==> config.mk <==
export PLATFORM = sky130hd
export DESIGN_NAME = dps_sequencer
export DESIGN_NICKNAME = d
export VERILOG_FILES = /design/src/dps_pkg.sv /design/src/dps_sequencer.sv
export SDC_FILE = /design/constraint.sdc
export NUM_CORES = 1
export LEC_CHECK = 0
export ABC_AREA = 1
export BUFFER_PORTS_ARGS = -buffer_cell sky130_fd_sc_hd__buf_2
export CAP_MARGIN = 10
export CORE_UTILIZATION = 42
export CTS_BUF_LIST = sky130_fd_sc_hd__clkbuf_16
export DETAILED_ROUTE_END_ITERATION = 16
export PLACE_DENSITY = 0.67
export SLEW_MARGIN = 20
export SYNTH_ARGS = -nofsm -noshare
export SYNTH_HDL_FRONTEND = slang
export SYNTH_SLANG_ARGS = --single-unit
==> constraint.sdc <==
create_clock -name core_clk -period 2.5 [get_ports core_clk]
set_clock_uncertainty 0.05 [all_clocks]
set_input_delay 0.25 -clock core_clk [delete_from_list [all_inputs] [get_ports core_clk]]
set_output_delay 0.25 -clock core_clk [all_outputs]
set_load 0.02 [all_outputs]
==> src/dps_pkg.sv <==
// dual pll power-up sequencer: shared types, register map and timing constants
// assumes a single 25 MHz core clock and a 10 MHz internal oscillator rate
package dps_pkg;

   ////////////////////////////////////////////////////////////////////////////
   // state encodings
   typedef enum logic [2:0] {
      MS_POR = 3'h1,
      MS_XO  = 3'h2,
      MS_RUN = 3'h4
   } dps_main_t;

   typedef enum logic [4:0] {
      PS_IDLE = 5'h01,
      PS_CAL  = 5'h02,
      PS_VCO  = 5'h04,
      PS_LOCK = 5'h08,
      PS_DONE = 5'h10
   } dps_pll_t;

   ////////////////////////////////////////////////////////////////////////////
   // configuration carriers, loaded from the strap pins at power-on reset
   typedef struct packed {
      logic [1:0] calSel;
      logic [1:0] vcoSel;
   } dps_pllcfg_t;

   typedef struct packed {
      logic        pll2StartSel;
      logic        xtalInUse;
      logic        statusASel;
      logic        statusBSel;
      dps_pllcfg_t pll1;
      dps_pllcfg_t pll2;
   } dps_strap_t;

   ////////////////////////////////////////////////////////////////////////////
   // register map (byte addresses) and field positions
   localparam logic [3:0] REG_CTRL   = 4'h0;
   localparam logic [3:0] REG_PLL1   = 4'h4;
   localparam logic [3:0] REG_PLL2   = 4'h8;
   localparam logic [3:0] REG_STATUS = 4'hc;
   localparam int CTRL_P2SEL_BIT   = 0;
   localparam int CTRL_XTAL_BIT    = 1;
   localparam int CTRL_STA_BIT     = 2;
   localparam int CTRL_STB_BIT     = 3;
   localparam int CTRL_SOFTRST_BIT = 7;
   localparam int CFG_VCO_LSB      = 0;
   localparam int CFG_CAL_LSB      = 2;
   localparam int STAT_OUTEN_LSB   = 0;
   localparam int STAT_LOL_LSB     = 2;
   localparam int STAT_MAIN_LSB    = 4;
   localparam int STAT_PLL1_LSB    = 7;
   localparam int STAT_PLL2_LSB    = 12;

   ////////////////////////////////////////////////////////////////////////////
   // timing: oscillator rate against core rate, phase times in microseconds
   localparam int CORE_MHZ   = 25;
   localparam int OSC_MHZ    = 10;
   localparam int ACC_W      = 5;
   localparam int CNT_W      = 22;
   localparam int CAL_T0_US  = 30;
   localparam int CAL_T1_US  = 300;
   localparam int CAL_T2_US  = 3000;
   localparam int CAL_T3_US  = 300000;
   localparam int VCO_T0_US  = 20;
   localparam int VCO_T1_US  = 400;
   localparam int VCO_T2_US  = 4000;
   localparam int VCO_T3_US  = 200000;

endpackage : dps_pkg

==> src/dps_sequencer.sv <==
// dual pll power-up sequencer with avalon-mm register slave
// assumes all inputs synchronous to core_clk; lock and pfd inputs come
// from the analog pll macros, pfd ticks are one-cycle pulses
//
// The implementer's own choices: the Avalon-MM slave port and the register offsets.
`timescale 1ns/1ps

// Function
// - hold reset while either supply is low
// - release also needs enable pin high
// - after release start counters, then calibrate
// - wait for crystal amplitude before lock sequence
// - calibration lasts programmed oscillator tick count
// - vco wait lasts programmed oscillator tick count
// - outputs enable right after vco wait completes
// - loss-of-lock drops on the first pfd tick after lock
// - select clear: pll2 after pll1 finishes
// - select set: pll2 right after crystal phase
// - enable pin low powers whole device down
// - enable rise reloads registers from straps
// - register bus ignores traffic while enable low
// - soft reset bit reruns power-on reset
// - two-bit calibration field per pll
module dps_sequencer #(
   parameter logic [3:0][dps_pkg::CNT_W-1:0] CAL_TICKS = {
      dps_pkg::CNT_W'(dps_pkg::CAL_T3_US * dps_pkg::OSC_MHZ),
      dps_pkg::CNT_W'(dps_pkg::CAL_T2_US * dps_pkg::OSC_MHZ),
      dps_pkg::CNT_W'(dps_pkg::CAL_T1_US * dps_pkg::OSC_MHZ),
      dps_pkg::CNT_W'(dps_pkg::CAL_T0_US * dps_pkg::OSC_MHZ)},
   parameter logic [3:0][dps_pkg::CNT_W-1:0] VCO_TICKS = {
      dps_pkg::CNT_W'(dps_pkg::VCO_T3_US * dps_pkg::OSC_MHZ),
      dps_pkg::CNT_W'(dps_pkg::VCO_T2_US * dps_pkg::OSC_MHZ),
      dps_pkg::CNT_W'(dps_pkg::VCO_T1_US * dps_pkg::OSC_MHZ),
      dps_pkg::CNT_W'(dps_pkg::VCO_T0_US * dps_pkg::OSC_MHZ)}
) (
   input  wire logic               core_clk,
   input  wire logic               reset,
   input  wire logic               deviceEnableNPin,
   input  wire logic               coreSupplyGood,
   input  wire logic               outputBank0SupplyGood,
   input  wire logic               crystalAmpOk,
   input  wire dps_pkg::dps_strap_t strapPins,
   input  wire logic [1:0]         pllLockDet,
   input  wire logic [1:0]         pfdTick,
   input  wire logic [3:0]         avsAddress,
   input  wire logic               avsRead,
   input  wire logic               avsWrite,
   input  wire logic [31:0]        avsWriteData,
   output logic [31:0]             avsReadData,
   output logic                    avsWaitrequest,
   output logic [1:0]              pllOutEn,
   output logic                    statusPinA,
   output logic                    statusPinB,
   output logic                    porActive
);

   ////////////////////////////////////////////////////////////////////////////
   // declarations
   dps_pkg::dps_main_t   mainSt_r, mainSt_nxt;
   dps_pkg::dps_strap_t  cfg_r, cfg_nxt;
   dps_pkg::dps_pll_t    pllSt_r [2];
   dps_pkg::dps_pllcfg_t pllCfg [2];
   logic [dps_pkg::CNT_W-1:0] cnt_r [2];
   logic [1:0]  outEn_r, lol_r, pllGo;
   logic [dps_pkg::ACC_W-1:0] acc_r, acc_nxt, accSum;
   logic        tick_r, tick_nxt;
   logic        softRst_r, softRst_nxt;
   logic        porHold, busReq, busTake, wrOk;
   logic        waitReq_r, waitReq_nxt;
   logic [31:0] rdData_r, rdData_nxt, rdMux;
   logic        staA_r, staA_nxt, staB_r, staB_nxt, por_r, por_nxt;

   assign pllCfg[0] = cfg_r.pll1;
   assign pllCfg[1] = cfg_r.pll2;

   ////////////////////////////////////////////////////////////////////////////
   // power-on reset hold and top phase machine
   always_comb begin
      porHold = !coreSupplyGood || !outputBank0SupplyGood || !deviceEnableNPin || softRst_r;
      mainSt_nxt = mainSt_r;
      case (mainSt_r)
         dps_pkg::MS_POR: begin
            if (!porHold) mainSt_nxt = dps_pkg::MS_XO;
         end
         dps_pkg::MS_XO: begin
            if (!cfg_r.xtalInUse || crystalAmpOk) mainSt_nxt = dps_pkg::MS_RUN;
         end
         dps_pkg::MS_RUN: mainSt_nxt = dps_pkg::MS_RUN;
         default:         mainSt_nxt = dps_pkg::MS_POR;
      endcase
      if (porHold) mainSt_nxt = dps_pkg::MS_POR;
   end

   always_ff @(posedge core_clk) begin
      if (reset) mainSt_r <= dps_pkg::MS_POR;
      else       mainSt_r <= mainSt_nxt;
   end

   ////////////////////////////////////////////////////////////////////////////
   // internal oscillator rate: 10 of every 25 core cycles carry a tick
   always_comb begin
      accSum   = acc_r + dps_pkg::ACC_W'(dps_pkg::OSC_MHZ);
      acc_nxt  = accSum;
      tick_nxt = 1'b0;
      if (accSum >= dps_pkg::ACC_W'(dps_pkg::CORE_MHZ)) begin
         acc_nxt  = accSum - dps_pkg::ACC_W'(dps_pkg::CORE_MHZ);
         tick_nxt = 1'b1;
      end
      if (mainSt_r == dps_pkg::MS_POR) begin
         acc_nxt  = '0;
         tick_nxt = 1'b0;
      end
   end

   always_ff @(posedge core_clk) begin
      if (reset) begin
         acc_r  <= '0;
         tick_r <= 1'b0;
      end else begin
         acc_r  <= acc_nxt;
         tick_r <= tick_nxt;
      end
   end

   ////////////////////////////////////////////////////////////////////////////
   // per-pll calibration, vco wait, output enable and lock tracking
   // pll2 starts serially after pll1 done, in parallel when pll2StartSel is set
   assign pllGo[0] = (mainSt_r == dps_pkg::MS_RUN);
   assign pllGo[1] = cfg_r.pll2StartSel ? (mainSt_r == dps_pkg::MS_RUN)
                                        : (pllSt_r[0] == dps_pkg::PS_DONE);

   for (genvar i = 0; i < 2; i++) begin : g_pll
      dps_pkg::dps_pll_t         st_nxt;
      logic [dps_pkg::CNT_W-1:0] cnt_nxt;
      logic                      en_nxt, lol_nxt;

      always_comb begin
         st_nxt  = pllSt_r[i];
         cnt_nxt = cnt_r[i];
         en_nxt  = outEn_r[i];
         lol_nxt = lol_r[i];
         case (pllSt_r[i])
            dps_pkg::PS_IDLE: begin
               if (pllGo[i]) st_nxt = dps_pkg::PS_CAL;
            end
            dps_pkg::PS_CAL: begin
               if (tick_r) begin
                  if (cnt_r[i] == CAL_TICKS[pllCfg[i].calSel] - 1'b1) begin
                     st_nxt  = dps_pkg::PS_VCO;
                     cnt_nxt = '0;
                  end else cnt_nxt = cnt_r[i] + 1'b1;
               end
            end
            dps_pkg::PS_VCO: begin
               if (tick_r) begin
                  if (cnt_r[i] == VCO_TICKS[pllCfg[i].vcoSel] - 1'b1) begin
                     st_nxt  = dps_pkg::PS_LOCK;
                     cnt_nxt = '0;
                     en_nxt  = 1'b1;
                  end else cnt_nxt = cnt_r[i] + 1'b1;
               end
            end
            // clear on pfd edge once locked
            dps_pkg::PS_LOCK: begin
               if (pllLockDet[i] && pfdTick[i]) begin
                  st_nxt  = dps_pkg::PS_DONE;
                  lol_nxt = 1'b0;
               end
            end
            dps_pkg::PS_DONE: st_nxt = dps_pkg::PS_DONE;
            default:          st_nxt = dps_pkg::PS_IDLE;
         endcase
         if (porHold || mainSt_r == dps_pkg::MS_POR) begin
            st_nxt  = dps_pkg::PS_IDLE;
            cnt_nxt = '0;
            en_nxt  = 1'b0;
            lol_nxt = 1'b1;
         end
      end

      always_ff @(posedge core_clk) begin
         if (reset) begin
            pllSt_r[i] <= dps_pkg::PS_IDLE;
            cnt_r[i]   <= '0;
            outEn_r[i] <= 1'b0;
            lol_r[i]   <= 1'b1;
         end else begin
            pllSt_r[i] <= st_nxt;
            cnt_r[i]   <= cnt_nxt;
            outEn_r[i] <= en_nxt;
            lol_r[i]   <= lol_nxt;
         end
      end

   end

   ////////////////////////////////////////////////////////////////////////////
   // avalon-mm slave: one wait state, then readdata with waitrequest low
   assign busReq  = avsRead || avsWrite;
   assign busTake = busReq && !waitReq_r;
   assign wrOk    = avsWrite && busTake && deviceEnableNPin && mainSt_r != dps_pkg::MS_POR;

   always_comb begin
      rdMux = '0;
      case (avsAddress)
         dps_pkg::REG_CTRL: begin
            rdMux[dps_pkg::CTRL_P2SEL_BIT] = cfg_r.pll2StartSel;
            rdMux[dps_pkg::CTRL_XTAL_BIT]  = cfg_r.xtalInUse;
            rdMux[dps_pkg::CTRL_STA_BIT]   = cfg_r.statusASel;
            rdMux[dps_pkg::CTRL_STB_BIT]   = cfg_r.statusBSel;
         end
         dps_pkg::REG_PLL1:   rdMux[3:0] = cfg_r.pll1;
         dps_pkg::REG_PLL2:   rdMux[3:0] = cfg_r.pll2;
         dps_pkg::REG_STATUS: begin
            rdMux[dps_pkg::STAT_OUTEN_LSB +: 2] = outEn_r;
            rdMux[dps_pkg::STAT_LOL_LSB +: 2]   = lol_r;
            rdMux[dps_pkg::STAT_MAIN_LSB +: 3]  = mainSt_r;
            rdMux[dps_pkg::STAT_PLL1_LSB +: 5]  = pllSt_r[0];
            rdMux[dps_pkg::STAT_PLL2_LSB +: 5]  = pllSt_r[1];
         end
         default: rdMux = '0;
      endcase
      if (!deviceEnableNPin) rdMux = '0;
      waitReq_nxt = !(busReq && waitReq_r);
      rdData_nxt  = (avsRead && waitReq_r) ? rdMux : rdData_r;
   end

   // configuration registers, strap reload and soft reset pulse
   always_comb begin
      cfg_nxt     = cfg_r;
      softRst_nxt = 1'b0;
      if (mainSt_r == dps_pkg::MS_POR) cfg_nxt = strapPins;
      else if (wrOk) begin
         case (avsAddress)
            dps_pkg::REG_CTRL: begin
               cfg_nxt.pll2StartSel = avsWriteData[dps_pkg::CTRL_P2SEL_BIT];
               cfg_nxt.xtalInUse    = avsWriteData[dps_pkg::CTRL_XTAL_BIT];
               cfg_nxt.statusASel   = avsWriteData[dps_pkg::CTRL_STA_BIT];
               cfg_nxt.statusBSel   = avsWriteData[dps_pkg::CTRL_STB_BIT];
               softRst_nxt          = avsWriteData[dps_pkg::CTRL_SOFTRST_BIT];
            end
            dps_pkg::REG_PLL1: cfg_nxt.pll1 = avsWriteData[3:0];
            dps_pkg::REG_PLL2: cfg_nxt.pll2 = avsWriteData[3:0];
            default:           cfg_nxt      = cfg_r;
         endcase
      end
      // status pin routing of the loss-of-lock flags
      staA_nxt = cfg_r.statusASel ? lol_r[1] : lol_r[0];
      staB_nxt = cfg_r.statusBSel ? lol_r[1] : lol_r[0];
      por_nxt  = (mainSt_nxt == dps_pkg::MS_POR);
   end

   always_ff @(posedge core_clk) begin
      if (reset) begin
         cfg_r     <= '0;
         softRst_r <= 1'b0;
         waitReq_r <= 1'b1;
         rdData_r  <= '0;
         staA_r    <= 1'b1;
         staB_r    <= 1'b1;
         por_r     <= 1'b1;
      end else begin
         cfg_r     <= cfg_nxt;
         softRst_r <= softRst_nxt;
         waitReq_r <= waitReq_nxt;
         rdData_r  <= rdData_nxt;
         staA_r    <= staA_nxt;
         staB_r    <= staB_nxt;
         por_r     <= por_nxt;
      end
   end

   assign avsReadData    = rdData_r;
   assign avsWaitrequest = waitReq_r;
   assign pllOutEn       = outEn_r;
   assign statusPinA     = staA_r;
   assign statusPinB     = staB_r;
   assign porActive      = por_r;
endmodule : dps_sequencer

==> metrics.md <==
| Metric | Value |
|---|---|
| Die area | `0.01655 mm2` |
| Cells on worst reg2reg path | `12` |
| Main flop type after synthesis | `dfxtp_1` |
| Critical path data required time | `2.70 ns` |
| Tot Pwr | `3.488 mW` |
| Worst setup SP type | `flop` |
| Core area | `0.01543 mm2` |
| ANT nets after route | `0` |
| Setup Crit Path Kind | `reg -> reg` |
| Vias in the first global route | `5,514` |
| Worst R2R End | `cnt_r[1][13]` |
| Hold Crit Start | `avsRead` |
| Vias | `6,168` |
| Crit. End Element | `flop` |
| Worst-skew pair later-pin latency | `0.36 ns` |
| Worst path slowest cell | `dfxtp_1` |
| Root buffer cell | `clkbuf_16` |
| Num CTS Buffers | `9` |
| Hold Violations, Final | `0` |
| GRT Util Overall | `20.45%` |
| RePlAce Congestion | `0.8969` |
| Worst vdd ir | `0.4311 mV` |
| Netlist cell types | `49` |
| Ys Warns | `0` |
| # IOs | `98` |
| Top-count cell post-synth | `nand2_1` |
| Row count | `45` |
| Die W | `128.6 um` |
| Initial antenna violation count | `0` |
| Critical Path AT | `2.46 ns` |
| DP HPWL | `12,590 um` |
| DIE HEIGHT | `128.6 um` |
| Mean Syn Cell Area | `6.764 um2` |
| Final core utilization | `48.95%` |
| Area of placed instances | `0.007238 mm2` |
| Clock transition at path regs | `0.08 ns` |
| Initial DRC count | `355` |
| H-Tree Level Count | `3` |
| Final Max Slew Viols | `0` |
| Port buffer count | `55` |
| Global route hottest layer | `met2` |
| Post-route minimum period | `2.263 ns` |
| Met2 Use GR | `33.26%` |
| Commonest cells in the netlist | `nand2_1 (254), inv_1 (134), nor2_1 (118)` |
| Yosys top cell by area | `dfxtp_1` |
| FMAX | `0.4419 GHz` |
| R2r setup slk | `0.24 ns` |
| # DRC | `0` |
| Status | `completed` |
| Synth top area share | `30.01%` |
| # setup viols final | `0` |
| First-pass GRT wire length | `26,750 um` |
| Via density | `4.830` |
| Cells after Synth | `996` |
| N_diodes | `0` |
| Deepest clock path buffer count | `2` |
| Post-synth EDFFs | `0` |
| Crit Path Max Fanout | `13` |
| Crit path largest cell delay | `0.40 ns` |
| Met3 Resource Use GR | `3.701%` |
| Wire per inst | `12.75 um` |
| Period utilization | `90.52%` |
| Drt first pass iters | `7` |
| Worst Hold Path Cells | `2` |
| Post-CTS setup buffers | `0` |
| Crit Reg-Reg Startpoint | `cfg_r[3]` |
| Layout cell share with drive strength beyond 1 | `15.38%` |
| Cell Area, Synth | `0.006736 mm2` |
| Grt ovf | `0` |
| Cell Chain, Critical Path | `ha_1 -> inv_1 -> ha_1 -> xnor2_1 -> nor2_1 -> nand3_1 -> nor2_1 -> nand4_1 -> nand2_1 -> nand3_4 -> nand2_8 -> nor2_1` |
| RSZ-0062 raised after global routing | `no` |
| Seq/Total Area, Yosys | `30.01%` |
| Clock sink count | `101` |
| Final non-filler cell area | `0.007551 mm2` |
| Post-synthesis async set-or-reset flop share | `0%` |
| CP dominant cell by count | `nor2_1` |
| Max-Cap Viols | `0` |
| Worst hold path class | `in -> reg` |
| Hold Crit Endpoint | `avsWaitrequest` |
| Synth top area cells | `dfxtp_1 (30%), nand2_1 (14%), inv_1 (7.5%), ha_1 (7.1%), nor2_1 (6.6%)` |
| Largest net degree at the start of global routing | `30` |
| Starting density of the core | `43.67%` |
| Setup TNS | `0 ns` |
| Nets@finish | `1,160` |
| Pwr per Cell Area | `461.9 mW/mm2` |
| Slew headroom | `60.07%` |
| Routed WL | `16,280 um` |
| Met1 usage | `27.95%` |
| Synth Register Bits | `101` |
| CTS tree | `yes` |
| Area Overhead vs Synth | `12.09%` |
| Worst-Margin Slew | `0.5935 ns` |
| Leak | `3.352 nW` |
cells by family (layout without fill, tap and decap cells):
family                     Yosys count  count (layout)  synth area share, %
adders and majority gates           38              38                7.058
other                                1              15              0.05567
AOI/OAI and AO/OA                  119             119                9.993
xor gates and xnor gates            36              36                4.681
DFF                                101             101                30.01
buffers and inverters              182             238                11.70
muxes                                2               2               0.2972
and+or+nand+nor                    517             517                36.20
placed cells by master (no fill, tap or decap), types with 16 or more instances in the layout:
cell type  count
buf_2         55
nor2_1       118
inv_1        134
nand4_1       16
xor2_1        21
nor3_1        17
dfxtp_1       99
buf_4         17
nand3_1       52
nand2_1      254
a21oi_1       49
nor2_2        17
o21ai_0       31
ha_1          38
critical path: cells and delay by family, from the launching register on:
family	cells	cell delay [ns]
xor+xnor	1	0.12
fa+ha+maj	2	0.52
buf+inv	1	0.08
flops	1	0.40
simple gates	8	0.99
report_power, final:
group	internal (mW)	total (mW)	leakage [nW]	switching (mW)
clock	0.791	1.47	0.149	0.682
sequential	1.63	1.65	0.818	0.0216
combinational	0.133	0.364	2.39	0.232
total	2.55	3.49	3.35	0.936
registers in the layout, summed over array words and instances (netlist names):
name            cells
pllOutEn            2
porActive           1
statusPinA          1
pllSt_r            10
lol_r               2
cnt_r              44
mainSt_r            3
softRst_r           1
avsReadData        17
tick_r              1
avsWaitrequest      1
acc_r               5
statusPinB          1
cfg_r              12
worst max-delay path by stage:
| stage | from | to | slack [ns] | depth (start not counted) |
|---|---|---|---|---|
| CTS | cfg_r[2] | cnt_r[1][13] | 0.07 | 12 |
| global placement | cfg_r[2] | cnt_r[1][13] | 0.18 | 12 |
| floorplan | cfg_r[7] | cnt_r[0][14] | 0.33 | 13 |
| global route | cfg_r[3] | cnt_r[1][13] | 0.04 | 15 |
| finish | cfg_r[3] | cnt_r[1][13] | 0.24 | 12 |
| detailed placement | cfg_r[2] | cnt_r[1][13] | 0.12 | 12 |
what timing repair did:
item                                    in CTS  in global routing
resized for setup                            0                  3
endpoints found under the setup margin       0                 21
hold buffers                                 0                  0
routing by layer:
| metal | up-vias | share of wire, % |
|---|---|---|
| li1 | 3259 | - |
| met1 | 2772 | 49 |
| met2 | 118 | 45 |
| met3 | 19 | 4.2 |
| met4 | 0 | 1.6 |
| met5 | - | 0 |
through the flow:
| step | setup slack (ns) | hold WS [ns] | instances |
|---|---|---|---|
| after floorplan | 0.3325 | 0.3159 | 1010 |
| after global placement | 0.1780 | 0.3738 | 1262 |
| after detailed placement | 0.1158 | 0.3785 | 1262 |
| after CTS | 0.07143 | 0.03847 | 1277 |
| after global routing | 0.03817 | 0.05516 | 1277 |
| final | 0.2371 | 0.04286 | 1277 |
cell type report:
cell class / count / area, um2
Timing Repair Buffer: 72 / 402.9
Clock inverter: 6 / 76.32
Multi-Input combinational cell: 727 / 3988
Fill cell: 1613 / 7876
Tap cell: 211 / 264.0
Inverter: 151 / 570.5
Clock buffer: 9 / 225.2
Sequential cell: 101 / 2024
Power figures use the tool's default switching activity.
